### src/adtsc_map.svh
`ifndef ADTSC_MAP_SVH
`define ADTSC_MAP_SVH
// ------------------------------------------------------------
// register offsets (3-bit word index on the plain port)
// ------------------------------------------------------------
`define ADTSC_OFF_CTRL0   3'h0
`define ADTSC_OFF_CTRL1   3'h1
`define ADTSC_OFF_SENS0   3'h2
`define ADTSC_OFF_SENS1   3'h3
`define ADTSC_OFF_SENS2   3'h4
`define ADTSC_OFF_SENS3   3'h5
`define ADTSC_OFF_RES_HI  3'h6
`define ADTSC_OFF_RES_LO  3'h7
// ------------------------------------------------------------
// field positions
// ------------------------------------------------------------
`define ADTSC_B_START     7
`define ADTSC_B_BUSY      6
`define ADTSC_B_CONV_EN   5
`define ADTSC_B_FMT       4
`define ADTSC_B_AUTO      7
`define ADTSC_B_IDLE      5
`define ADTSC_B_REFERENCE_SELECT     4
`define ADTSC_B_REFOUT    7
`define ADTSC_B_GAIN2     6
`define ADTSC_B_GAIN1     5
`define ADTSC_B_SENS_EN   7
`define ADTSC_B_AMP2_EN   6
`define ADTSC_B_AMP1_EN   5
`define ADTSC_B_POSREF    7
`define ADTSC_B_BIAS      6
`define ADTSC_B_AMP1_IN   5
// ------------------------------------------------------------
// writable masks and reset values
// ------------------------------------------------------------
`define ADTSC_MASK_CTRL0  8'hbf
`define ADTSC_MASK_CTRL1  8'hb7
`define ADTSC_MASK_SENS0  8'he0
`define ADTSC_MASK_SENS1  8'he0
`define ADTSC_MASK_SENS2  8'hc3
`define ADTSC_MASK_SENS3  8'h20
`define ADTSC_RST_CTRL0   8'h00
`define ADTSC_RST_CTRL1   8'h00
`define ADTSC_RST_SENS0   8'h40
`define ADTSC_RST_SENS1   8'h00
`define ADTSC_RST_SENS2   8'h00
`define ADTSC_RST_SENS3   8'h00
// ------------------------------------------------------------
// timing counts in conversion clock periods
// ------------------------------------------------------------
`define ADTSC_TS_MULT     5
`define ADTSC_TS_EXTRA    17
`define ADTSC_EXT_CYCLES  8'd16
`endif

### src/adtsc_pkg.sv
package adtsc_pkg;
  // ----------------------------------------------------------
  // types
  // ----------------------------------------------------------
  typedef enum logic [1:0] {
    ADTSC_IDLE  = 2'b00,
    ADTSC_ARMED = 2'b01,
    ADTSC_RUN   = 2'b10
  } adtsc_state_t;

  // host register port
  typedef struct packed {
    logic [2:0] addr;
    logic [7:0] wdata;
    logic       wr;
    logic       rd;
  } adtsc_bus_t;

  // static analog controls
  typedef struct packed {
    logic       conv_power;
    logic [3:0] ext_channel;
    logic       sel_internal;
    logic       sens_ref_sel;
    logic [1:0] ref_src;
    logic       amp2_gain;
    logic       amp1_gain;
    logic       amp1_input;
    logic       sensor_en;
    logic       amp1_en;
    logic       amp2_en;
    logic       bias_sel;
  } adtsc_analog_t;
endpackage

### src/adtsc_prescaler.sv
`timescale 1ns/1ps
// conversion clock tick generator: fsys / 2^code
module adtsc_prescaler (
  input  wire logic       clk,
  input  wire logic       rst_n,
  input  wire logic       ce,
  input  wire logic       run,
  input  wire logic [2:0] code,
  output logic            tick
);
  logic [6:0] cnt;  // free counter while running

  // ----------------------------------------------------------
  // divider
  // ----------------------------------------------------------
  function automatic logic [6:0] span(input logic [2:0] c);
    span = 7'((8'h01 << c) - 8'h01);
  endfunction

  // count up, tick on terminal
  always_ff @(posedge clk) begin
    if (!rst_n) begin
      cnt  <= 7'h00;
      tick <= 1'b0;
    end else if (ce) begin
      if (!run) begin  // converter off: hold divider cleared
        cnt  <= 7'h00;
        tick <= 1'b0;
      end else if (cnt >= span(code)) begin  // see
        cnt  <= 7'h00;
        tick <= 1'b1;
      end else begin
        cnt  <= cnt + 7'h01;
        tick <= 1'b0;
      end
    end
  end
endmodule // adtsc_prescaler

### src/adtsc_sequencer.sv
`timescale 1ns/1ps
// counts conversion clock ticks for one conversion
module adtsc_sequencer (
  input  wire logic       clk,
  input  wire logic       rst_n,
  input  wire logic       ce,
  input  wire logic       launch,
  input  wire logic       tick,
  input  wire logic [7:0] length,
  output logic            running,
  output logic            done
);
  logic [7:0] left;  // ticks remaining

  // load on launch, count down on tick
  always_ff @(posedge clk) begin
    if (!rst_n) begin
      left    <= 8'h00;
      running <= 1'b0;
      done    <= 1'b0;
    end else if (ce) begin
      done <= 1'b0;
      if (launch) begin
        left    <= length;
        running <= 1'b1;
      end else if (running && tick) begin
        if (left <= 8'h01) begin
          running <= 1'b0;
          done    <= 1'b1;
        end
        left <= left - 8'h01;
      end
    end
  end
endmodule // adtsc_sequencer

### src/adtsc_ctrl.sv
// Local design decisions: the plain strobed port and the register addresses.
`timescale 1ns/1ps
`include "adtsc_map.svh"
//
// Contract
// start bit high then low starts one
// busy set at start, cleared on done
// converter off clears both result bytes
// format bit picks result byte alignment
// codes 0000-0111 pick external inputs 0-7
// top select bit needs sensor enable
// reference output bit picks sensor signal
// auto mode restarts after each completion
// software reads results in completion handler
// idle mode stalls cpu during conversion
// reference select applies when positive-ref set
// codes 000-101 divide by 1 to 32
// codes 110, 111 divide by 64, 128
// sensor conversion clock 500 kHz to 1 MHz
// software waits settle time after sensor enable
// sensor clock select gives 4, 8, 16
// sensor conversion lasts 5N+17 clock periods
// positive-ref low picks sensor reference
// internal-use sensor bits stay low
// unimplemented bits read zero, ignore writes
// amp2 gain output, resets to one
module adtsc_ctrl (
  input  wire logic                    clk,
  input  wire logic                    rst_n,
  input  wire logic                    ce,
  input  wire adtsc_pkg::adtsc_bus_t   bus,
  input  wire logic [11:0]             core_result,
  output logic [7:0]                   rdata,
  output logic                         cpu_stall,
  output logic                         conv_running,
  output logic                         sample_strobe,
  output adtsc_pkg::adtsc_analog_t     analog
);
  import adtsc_pkg::*;

  // ----------------------------------------------------------
  // registers
  // ----------------------------------------------------------
  logic [7:0]   converter_control_0;  // start, enable, format, select
  logic [7:0]   converter_control_1;  // auto, idle, reference_select, clock
  logic [7:0]   sensor_control_0;     // ref out, gains
  logic [7:0]   sensor_control_1;     // sensor and amp enables
  logic [7:0]   sensor_control_2;     // pos ref, bias, sensor clock
  logic [7:0]   sensor_control_3;     // amp1 input
  logic         conv_busy_flag;       // busy status
  logic [11:0]  result;               // latched conversion word
  adtsc_state_t state;                // start handshake state
  logic         launch;               // one conversion begins
  logic         tick;                 // conversion clock tick
  logic         seq_running;          // sequencer active
  logic         seq_done;             // conversion complete pulse
  logic [7:0]   conv_length;          // ticks per conversion
  logic         sensor_path;          // internal signal chosen

  // ----------------------------------------------------------
  // field decode
  // ----------------------------------------------------------
  wire       converter_enable           = converter_control_0[`ADTSC_B_CONV_EN];
  wire       result_format_select       = converter_control_0[`ADTSC_B_FMT];
  wire [3:0] input_select               = converter_control_0[3:0];
  wire       auto_conversion_enable     = converter_control_1[`ADTSC_B_AUTO];
  wire       cpu_idle_conversion_enable = converter_control_1[`ADTSC_B_IDLE];
  wire       reference_select           = converter_control_1[`ADTSC_B_REFERENCE_SELECT];
  wire [2:0] conv_clock_select          = converter_control_1[2:0];
  wire       sensor_ref_output_enable   = sensor_control_0[`ADTSC_B_REFOUT];
  wire       amp2_gain_select           = sensor_control_0[`ADTSC_B_GAIN2];
  wire       amp1_gain_select           = sensor_control_0[`ADTSC_B_GAIN1];
  wire       sensor_enable              = sensor_control_1[`ADTSC_B_SENS_EN];
  wire       positive_ref_select        = sensor_control_2[`ADTSC_B_POSREF];
  wire [1:0] sensor_clock_select        = sensor_control_2[1:0];
  wire       amp1_input_select          = sensor_control_3[`ADTSC_B_AMP1_IN];

  // sensor clock ratio N from select code
  function automatic logic [7:0] sens_ratio(input logic [1:0] s);
    unique case (s)
      2'b00:   sens_ratio = 8'd4;
      2'b01:   sens_ratio = 8'd8;
      default: sens_ratio = 8'd16;
    endcase
  endfunction

  // masked register update
  function automatic logic [7:0] merge(input logic [7:0] old, input logic [7:0] wd, input logic [7:0] m);
    merge = (old & ~m) | (wd & m);
  endfunction

  // internal signal only when sensor is enabled
  assign sensor_path = input_select[3] & sensor_enable;

  // length: sensor path 5N+17 ticks, else fixed
  always_comb begin
    if (sensor_path) begin
      conv_length = 8'(`ADTSC_TS_MULT * sens_ratio(sensor_clock_select) + `ADTSC_TS_EXTRA);
    end else begin
      conv_length = `ADTSC_EXT_CYCLES;
    end
  end

  // ----------------------------------------------------------
  // register writes
  // ----------------------------------------------------------
  // control 0: busy bit is read-only, held apart
  always_ff @(posedge clk) begin
    if (!rst_n) begin
      converter_control_0 <= `ADTSC_RST_CTRL0;
    end else if (ce && bus.wr && bus.addr == `ADTSC_OFF_CTRL0) begin
      converter_control_0 <= merge(converter_control_0, bus.wdata, `ADTSC_MASK_CTRL0);  // see
    end
  end

  // control 1
  always_ff @(posedge clk) begin
    if (!rst_n) begin
      converter_control_1 <= `ADTSC_RST_CTRL1;
    end else if (ce && bus.wr && bus.addr == `ADTSC_OFF_CTRL1) begin
      converter_control_1 <= merge(converter_control_1, bus.wdata, `ADTSC_MASK_CTRL1);
    end
  end

  // sensor registers; internal-use bits never writable
  always_ff @(posedge clk) begin
    if (!rst_n) begin
      sensor_control_0 <= `ADTSC_RST_SENS0;
      sensor_control_1 <= `ADTSC_RST_SENS1;
      sensor_control_2 <= `ADTSC_RST_SENS2;
      sensor_control_3 <= `ADTSC_RST_SENS3;
    end else if (ce && bus.wr) begin
      unique case (bus.addr)
        `ADTSC_OFF_SENS0: sensor_control_0 <= merge(sensor_control_0, bus.wdata, `ADTSC_MASK_SENS0);
        `ADTSC_OFF_SENS1: sensor_control_1 <= merge(sensor_control_1, bus.wdata, `ADTSC_MASK_SENS1);
        `ADTSC_OFF_SENS2: sensor_control_2 <= merge(sensor_control_2, bus.wdata, `ADTSC_MASK_SENS2);
        `ADTSC_OFF_SENS3: sensor_control_3 <= merge(sensor_control_3, bus.wdata, `ADTSC_MASK_SENS3);
        default: ;  // control offsets handled elsewhere, result offsets ignore writes
      endcase
    end
  end

  // ----------------------------------------------------------
  // start handshake
  // ----------------------------------------------------------
  // armed on start high, fire on start low
  always_ff @(posedge clk) begin
    if (!rst_n) begin
      state  <= ADTSC_IDLE;
      launch <= 1'b0;
    end else if (ce) begin
      launch <= 1'b0;
      unique case (state)
        ADTSC_IDLE: begin
          if (converter_control_0[`ADTSC_B_START]) begin
            state <= ADTSC_ARMED;
          end
        end
        ADTSC_ARMED: begin
          if (!converter_control_0[`ADTSC_B_START]) begin
            state  <= ADTSC_RUN;
            launch <= converter_enable;
          end
        end
        ADTSC_RUN: begin
          if (seq_done && auto_conversion_enable && converter_enable) begin
            launch <= 1'b1;
          end else if (!seq_running && !launch) begin
            state <= ADTSC_IDLE;
          end
        end
        default: state <= ADTSC_IDLE;
      endcase
    end
  end

  // ----------------------------------------------------------
  // busy flag
  // ----------------------------------------------------------
  always_ff @(posedge clk) begin
    if (!rst_n) begin
      conv_busy_flag <= 1'b0;
    end else if (ce) begin
      if (launch) begin
        conv_busy_flag <= 1'b1;
      end else if (seq_done || !converter_enable) begin
        conv_busy_flag <= 1'b0;
      end
    end
  end

  // ----------------------------------------------------------
  // result capture
  // ----------------------------------------------------------
  always_ff @(posedge clk) begin
    if (!rst_n) begin
      result <= 12'h000;
    end else if (ce) begin
      if (!converter_enable) begin
        result <= 12'h000;
      end else if (seq_done) begin
        result <= core_result;
      end
    end
  end

  // ----------------------------------------------------------
  // read port, data one cycle after strobe
  // ----------------------------------------------------------
  always_ff @(posedge clk) begin
    if (!rst_n) begin
      rdata <= 8'h00;
    end else if (ce) begin
      if (bus.rd) begin
        unique case (bus.addr)
          `ADTSC_OFF_CTRL0:  rdata <= {converter_control_0[7], conv_busy_flag, converter_control_0[5:0]};
          `ADTSC_OFF_CTRL1:  rdata <= converter_control_1;
          `ADTSC_OFF_SENS0:  rdata <= sensor_control_0;
          `ADTSC_OFF_SENS1:  rdata <= sensor_control_1;
          `ADTSC_OFF_SENS2:  rdata <= sensor_control_2;
          `ADTSC_OFF_SENS3:  rdata <= sensor_control_3;
          `ADTSC_OFF_RES_HI: rdata <= result_format_select ? {4'h0, result[11:8]} : result[11:4];
          `ADTSC_OFF_RES_LO: rdata <= result_format_select ? result[7:0] : {result[3:0], 4'h0};
          default:           rdata <= 8'h00;
        endcase
      end else begin
        rdata <= 8'h00;
      end
    end
  end

  // ----------------------------------------------------------
  // status and analog outputs
  // ----------------------------------------------------------
  always_ff @(posedge clk) begin
    if (!rst_n) begin
      cpu_stall     <= 1'b0;
      conv_running  <= 1'b0;
      sample_strobe <= 1'b0;
    end else if (ce) begin
      cpu_stall     <= cpu_idle_conversion_enable && (launch || (seq_running && !seq_done));
      conv_running  <= launch || (seq_running && !seq_done);
      sample_strobe <= launch;
    end
  end

  // static analog controls
  always_ff @(posedge clk) begin
    if (!rst_n) begin
      analog <= '0;
      analog.amp2_gain <= 1'b1;
    end else if (ce) begin
      analog.conv_power   <= converter_enable;
      analog.ext_channel  <= {1'b0, input_select[2:0]};  // see
      analog.sel_internal <= sensor_path;
      analog.sens_ref_sel <= sensor_ref_output_enable;
      analog.ref_src      <= positive_ref_select ? {1'b0, reference_select} : 2'b10;  // see
      analog.amp2_gain    <= amp2_gain_select;
      analog.amp1_gain    <= amp1_gain_select;
      analog.amp1_input   <= amp1_input_select;
      analog.sensor_en    <= sensor_enable;
      analog.amp1_en      <= sensor_control_1[`ADTSC_B_AMP1_EN];
      analog.amp2_en      <= sensor_control_1[`ADTSC_B_AMP2_EN];
      analog.bias_sel     <= sensor_control_2[`ADTSC_B_BIAS];
    end
  end

  // ----------------------------------------------------------
  // submodules
  // ----------------------------------------------------------
  adtsc_prescaler u_presc (
    .clk   (clk),
    .rst_n (rst_n),
    .ce    (ce),
    .run   (converter_enable),
    .code  (conv_clock_select),
    .tick  (tick)
  );

  adtsc_sequencer u_seq (
    .clk     (clk),
    .rst_n   (rst_n),
    .ce      (ce),
    .launch  (launch),
    .tick    (tick),
    .length  (conv_length),
    .running (seq_running),
    .done    (seq_done)
  );
endmodule // adtsc_ctrl

### config.mk
export PLATFORM = sky130hd
export DESIGN_NAME = adtsc_ctrl
export DESIGN_NICKNAME = d
export VERILOG_FILES = /design/src/adtsc_pkg.sv /design/src/adtsc_prescaler.sv /design/src/adtsc_sequencer.sv /design/src/adtsc_ctrl.sv
export VERILOG_INCLUDE_DIRS = /design/src
export SDC_FILE = /design/constraint.sdc
export NUM_CORES = 1
export LEC_CHECK = 0
export ABC_AREA = 1
export BUFFER_PORTS_ARGS = -buffer_cell sky130_fd_sc_hd__buf_2
export CORE_MARGIN = 2
export CORE_UTILIZATION = 40
export DETAILED_ROUTE_END_ITERATION = 8
export PLACE_DENSITY = 0.65
export RECOVER_POWER = 100
export SLEW_MARGIN = 25
export SYNTH_ARGS = -nofsm -noshare
export SYNTH_HDL_FRONTEND = slang
export SYNTH_SLANG_ARGS = --single-unit
### constraint.sdc
create_clock -name clk -period 2.8 [get_ports clk]
set_clock_uncertainty 0.05 [all_clocks]
set_input_delay 0.14 -clock clk [delete_from_list [all_inputs] [get_ports clk]]
set_output_delay 0.14 -clock clk [all_outputs]
set_load 0.05 [all_outputs]
Word level (Yosys, flattened, before mapping)
Cells that the tools add are included.

storage, ports and cells
  logic and storage cells = 123
  input port bits = 28
  flip-flop bits (word level) = 108

operators by class
  add/subtract/negate cells = 4
  multipliers = 1
  reduce and logical (&&, ||, !) cells = 30
  order comparisons = 2
  multiplexer cells = 32
  bitwise operators = 7
  eq/ne operators = 15
  shift-type cells = 1

operators by type and width
  kind                   count
  $pmux W8 S8            1
  $mux W8                7
  $mux W12               2
  $or A5 B8 Y8           2
  $or A7 B8 Y8           2
  $mux W7                2
  $reduce_and A2 Y1      7
  $eq A3 B3 Y1 const B   4
  $mux W1                12
  $mux W2                5
  $pmux W5 S2            1
  $logic_and A1 B1 Y1    9
  $add A8 B5 Y8 const B  1
  $le A8 B1 Y1 const B   1
  $mul A3 B8 Y8 const A  1
  $ne A2 B2 Y1 const B   4
  $or A6 B8 Y8           1
  $or A8 B6 Y8           1
  $sub A8 B1 Y8 const B  1
  $add A7 B1 Y7 const B  1
  $ge A7 B7 Y1           1
  $shl A1 B3 Y7 const A  1
  $sub A7 B1 Y7 const B  1
  $eq A3 B2 Y1 const B   2
  14 further kinds       22

Longest topological paths before layout
  depth after elaboration = 7
  depth in mapped cells = 11
  gate-level depth less buffers = 10

Hierarchy
Synthesis repeated with hierarchy kept, for this count alone.

unflattened totals
  cells, all modules = 636
  area, all modules = 4270.3 sq um

by module, submodules not included
  module           area an instance (sq um)  instances  sequential area each (sq um)  cells each
  adtsc_ctrl       3016.6                    1          1321.3                        435
  adtsc_prescaler  634.4                     1          160.2                         100
  adtsc_sequencer  619.3                     1          200.2                         101

Least setup slack after synthesis
No wires, ideal clock.

  path kind = register -> register
  start = register converter_control_1[1]
  end = register u_presc.cnt[0]
  path slack = 1.130 ns
  cell stages (with the launch flop) = 11
  required time = 2.686 ns
  library setup time = 0.064 ns
  period minus slack after synthesis = 1.670 ns
  arrival = 1.556 ns
  cell sequence = dfxtp_1 -> clkbuf_1 -> nand3_1 -> ha_1 -> nand2_1 -> inv_1 -> a21oi_2 -> nand3_1 -> nor2_1 -> nor2_1 -> nor2_1

between the ends
  cells in the longest elaborated chain, start to end = 5

RTL lines
  item                    line                   RTL
  start, declared         adtsc_ctrl.sv:45       logic [7:0] converter_control_1;
  start signal, assigned  adtsc_ctrl.sv:119      converter_control_1 <= `ADTSC_RST_CTRL1;
  start signal, assigned  adtsc_ctrl.sv:121      converter_control_1 <= merge(converter_control_1, bus.wdata, `ADTSC_MASK_CTRL1);
  $shl A1 B3 Y7           adtsc_prescaler.sv:17  span = 7'((8'h01 << c) - 8'h01);
  $sub A7 B1 Y7           adtsc_prescaler.sv:17
  $ge A7 B7 Y1            adtsc_prescaler.sv:29  end else if (cnt >= span(code)) begin
  $mux W7                 adtsc_prescaler.sv:29
  $mux W7                 adtsc_prescaler.sv:26  if (!run) begin
  end signal, assigned    adtsc_prescaler.sv:33  cnt <= cnt + 7'h01;
  end, declared           adtsc_prescaler.sv:11  logic [6:0] cnt;

No other way between the ends.
A chain may end at the register's enable or synchronous reset.

Worst setup path after layout
  start = input ce
  end = register converter_control_0[4]

between the ends
  cells in the longest elaborated chain, start to end = 2

RTL lines
  item                                  line               RTL
  start, declared                       adtsc_ctrl.sv:30   input wire logic ce,
  $logic_and A1 B1 Y1                   adtsc_ctrl.sv:111  end else if (ce && bus.wr && bus.addr == `ADTSC_OFF_CTRL0) begin
  $logic_and A1 B1 Y1 (no source line)  n/a
  end signal, assigned                  adtsc_ctrl.sv:110  converter_control_0 <= `ADTSC_RST_CTRL0;
  end signal, assigned                  adtsc_ctrl.sv:112  converter_control_0 <= merge(converter_control_0, bus.wdata, `ADTSC_MASK_CTRL0);
  end, declared                         adtsc_ctrl.sv:44   logic [7:0] converter_control_0;

No other way between the ends.

==> results by group <==
Placed design
  – Dpl cells: 790
  – Detailed placement HPWL: 8192 um
  – GP Congestion: 0.8933
  – I/O Buffers: 53
  – Setup Slack @ Placement: around 0.96 ns

Critical path
  – Reg2reg end: u_presc.cnt[0]$_SDFFE_PN0P_
  – Register-to-Register Path Depth: 9
  – CP Data Arrival Time: 2.24 ns
  – CP Max Fanout: 19
  – WP depth: 6
  – Critical Path Most Common Cell: nand2_1
  – Crit path to: converter_control_0[4]$_SDFFE_PN0P_
  – Crit-path leading delay family: buffers and inverters
  – Worst setup EP type: flip-flop
  – Critical Path, Cell by Cell: clkbuf_1, nand2_1, inv_1, nand2_1, o21ai_0, a21oi_1
  – CP max stage cell: clkbuf_1
  – Crit Path Category: input port to flip-flop
  – Crit path launch type: input port
  – Critical R2R Launch: converter_control_1[1]$_SDFFE_PN0P_
  – Critical Path RT: 2.98 ns
  – CP bufs+invs: 2
  – Largest stage delay, worst path: 0.76 ns
  – Reg2reg setup slack: 0.76 ns
  – Critical Path Start: ce

Yosys
  – Dominant cell type by area after synthesis: dfxtp_1
  – Syn avg cell area: approximately 6.8 um^2
  – Warnings from Yosys: 0
  – Post-synthesis sequential area ratio: 0.3913
  – Post-Syn Nets: 671
  – #FFs+latches synth: 84
  – Dominant cells by area after synthesis: dfxtp_1 39%, nand2_1 13%, nor2_1 7.6%, a21oi_1 7.5%, o21ai_0 6.1%
  – Mapped cell area: 4298 um^2
  – Post-synth EDFFs: 0
  – Async set-or-reset flop fraction in the synthesized netlist: 0
  – Post-synth cell types: 36
  – Synth top area share: 0.3913
  – Cell count after synthesis: 628
  – Commonest register cell after synthesis: dfxtp_1

Global routing
  – First-pass GRT wire length: 19130 um
  – Global Route Usage Sum: 0.2066
  – Remaining global-route overflow: 0
  – Vias in the first global route: between 3000 and 4000
  – Initial antenna violation count: 0
  – Largest net degree at the start of global routing: 38

Min path
  – Hold Crit Class: input port to flip-flop
  – Hold Crit Start: bus[9]

STA
  – Final Cycle Share: 0.7362
  – Unrepaired setup endpoints after global routing: false
  – Max_slew headroom: 0.1719
  – Fin. max-slew vios: 0
  – PnR worst setup slack: around 0.74 ns
  – Final hold slack: 0.01370 ns
  – Fmax: 485.1 MHz
  – Setup TNS: 0 ns
  – Fin. Hold Viols: 0
  – Final setup fails: 0
  – Period minus WS final: 2.061 ns
  – Tightest Pin Transition: 1.242 ns

Clock network
  – Root buf cell: clkbuf_8
  – Num CTS Buffers: 9
  – Post-CTS setup buffers: 0
  – H-tree depth: 3
  – CTS max path bufs: 2
  – Hold-fix buffers, CTS: 15
  – Clock Latency Late Sink: around 0.37 ns
  – Clock-pin slew on the worst setup and hold paths: 0.10 ns
  – CTS tree: built
  – CTS Sinks: 84
  – CTS resizes: 0

Drt
  – Via/cell ratio: 5.163
  – Via count: 4239
  – Post-route ant nets: 0
  – Pre-Repair DR Iteration Count: 6
  – DRC: 0
  – WL per Instance: between 10 and 15 um
  – DRT iter0 DRCs: 238
  – Drt total wl: 11450 um

Outcome
  – Status: finished clean

Floorplan
  – Rows: 37
  – Placeable Area: 10370 um^2
  – Starting density of the core: 0.4145
  – Die area: 11590 um^2
  – Die X: approximately 110 um
  – IO Count: 55
  – Die extent in y: 107.7 um

Finish
  – Finished Layout Cells: just over 800
  – Final #Nets: 723
  – Ant diodes: 0
  – Area Growth Syn to Fin: 13.48%
  – FILL cells: around 1100
  – Fraction of layout cells with a size suffix above 1: 0.08759

Flow run
  – Max Cap Violations: 0

Pwr
  – Power per cell area: 508.8 nW/um^2
  – Leakage: about 2.0 nW
  – Max IR drop VDD: 0.0002197 V
[worst register-to-register path, delay by kind of cell, from the launching register on]
family	cells	cell delay, ns
fa+ha+maj	1	0.31
flops	1	0.48
simple gates	6	0.73
compound gates	1	0.35
buf+inv	1	0.07
[cell usage after synthesis, types with 2 or more instances]
library cell and number:
nand2_1 144, nor2_1 87, dfxtp_1 84, a21oi_1 64, o21ai_0 52, inv_1 50, nand3_1 36, nand4_1 18
ha_1 15, buf_2 11, clkbuf_1 9, buf_6 6, inv_2 6, o21ai_1 6, nand2_2 5, o21bai_1 4
nand3_2 3, nor2_4 3, o22ai_1 3, buf_1 2, buf_4 2, nor3_1 2, o211ai_1 2, xnor2_1 2
[registers in the layout (all words and copies together), names as in the netlist, 2 cells and up]
name,cells
u_seq.left,8
sensor_control_1,3
rdata,8
sensor_control_0,3
converter_control_0,7
converter_control_1,6
state,2
analog,15
u_presc.cnt,7
result,12
sensor_control_2,4
[cell type report]
type                            instances  area [um^2]  share of cell area
Sequential cell                        84         1682              0.3448
Multi-Input combinational cell        457         2212              0.4536
Tap cell                              136        170.2             0.03489
Clock buffer                            9        123.9             0.02540
Inverter                               57        214.0             0.04387
Timing Repair Buffer                   71        395.4             0.08107
Clock inverter                          7        80.08             0.01642
[layer usage]
metal	share of wire	wire length (um)	vias to the layer above	track usage
met1	0.47	5374	1906	0.2845
met4	0.025	283	0	0.08516
li1	-	-	2158	-
met5	0	0	-	0
met2	0.44	5025	148	0.3145
met3	0.067	763	27	0.04237
[through the flow]
| stage | util | power [W] | area (um^2) |
|---|---|---|---|
| 6_report | 0.4703 | 0.002481 | 4877 |
| 5_1_grt | 0.4703 | 0.002589 | 4877 |
| 4_1_cts | 0.4755 | 0.002504 | 4931 |
| 3_5_place_dp | 0.4414 | 0.001574 | 4577 |
| 3_3_place_gp | 0.4414 | 0.001570 | 4577 |
| 2_1_floorplan | - | 0.001499 | 4298 |
[worst min-delay path by stage]
| stage | cells after the start | to | slack, ns |
|---|---|---|---|
| final | 3 | sensor_control_0[7]$_SDFFE_PN0P_ | 0.01 |
| after global routing | 3 | sensor_control_0[7]$_SDFFE_PN0P_ | 0.03 |
| after CTS | 3 | converter_control_1[0]$_SDFFE_PN0P_ | 0.001 |
| after detailed placement | 3 | sensor_control_0[6]$_SDFFE_PN1P_ | 0.36 |
| after global placement | 3 | sensor_control_0[6]$_SDFFE_PN1P_ | 0.34 |
| after floorplan | 2 | sensor_control_0[6]$_SDFFE_PN1P_ | 0.22 |
[cells in the final DEF, fill, tap and decap left out]
cell type / n
a21oi_1: 65
nor2_1: 87
nand3_2: 3
nand3b_1: 1
o21ai_0: 55
clkbuf_1: 30
o21a_1: 1
nand2_2: 2
ha_1: 15
inv_6: 4
xnor2_1: 2
o31ai_1: 1
and3_1: 1
o21bai_1: 4
inv_1: 50
bufinv_16: 1
nor3_2: 1
clkinv_1: 1
conb_1: 1
buf_2: 25
or2_2: 1
nand2_1: 147
nor2_4: 3
inv_2: 6
nand3_1: 36
o211ai_1: 2
buf_4: 1
clkbuf_8: 9
dlygate4sd3_1: 15
a31oi_1: 1
nor3_1: 2
nor2_2: 1
nand4_1: 18
dfxtp_1: 84
o22ai_1: 3
o21ai_2: 1
clkinvlp_4: 2
o21ai_1: 3
[where the power goes]
part | total, W | internal [W] | switching, W | leakage, nW
clock network | 0.000922 | 0.000425 | 0.000497 | 0.0973
logic | 0.000309 | 0.0000938 | 0.000216 | 1.24
registers | 0.00125 | 0.00123 | 0.0000242 | 0.682
[cells by family (layout without fill, tap and decap cells)]
| family | after synthesis | in the layout | synth area share |
|---|---|---|---|
| xor+xnor | 2 | 2 | 0.004076 |
| fa+ha+maj | 15 | 15 | 0.04367 |
| other cells | 1 | 1 | 0.0008725 |
| simple gates | 303 | 303 | 0.3028 |
| flops | 84 | 84 | 0.3913 |
| compound gates | 136 | 136 | 0.1659 |
| buf+inv | 87 | 144 | 0.09141 |
Note: power is estimated with default switching activity, not from simulation.
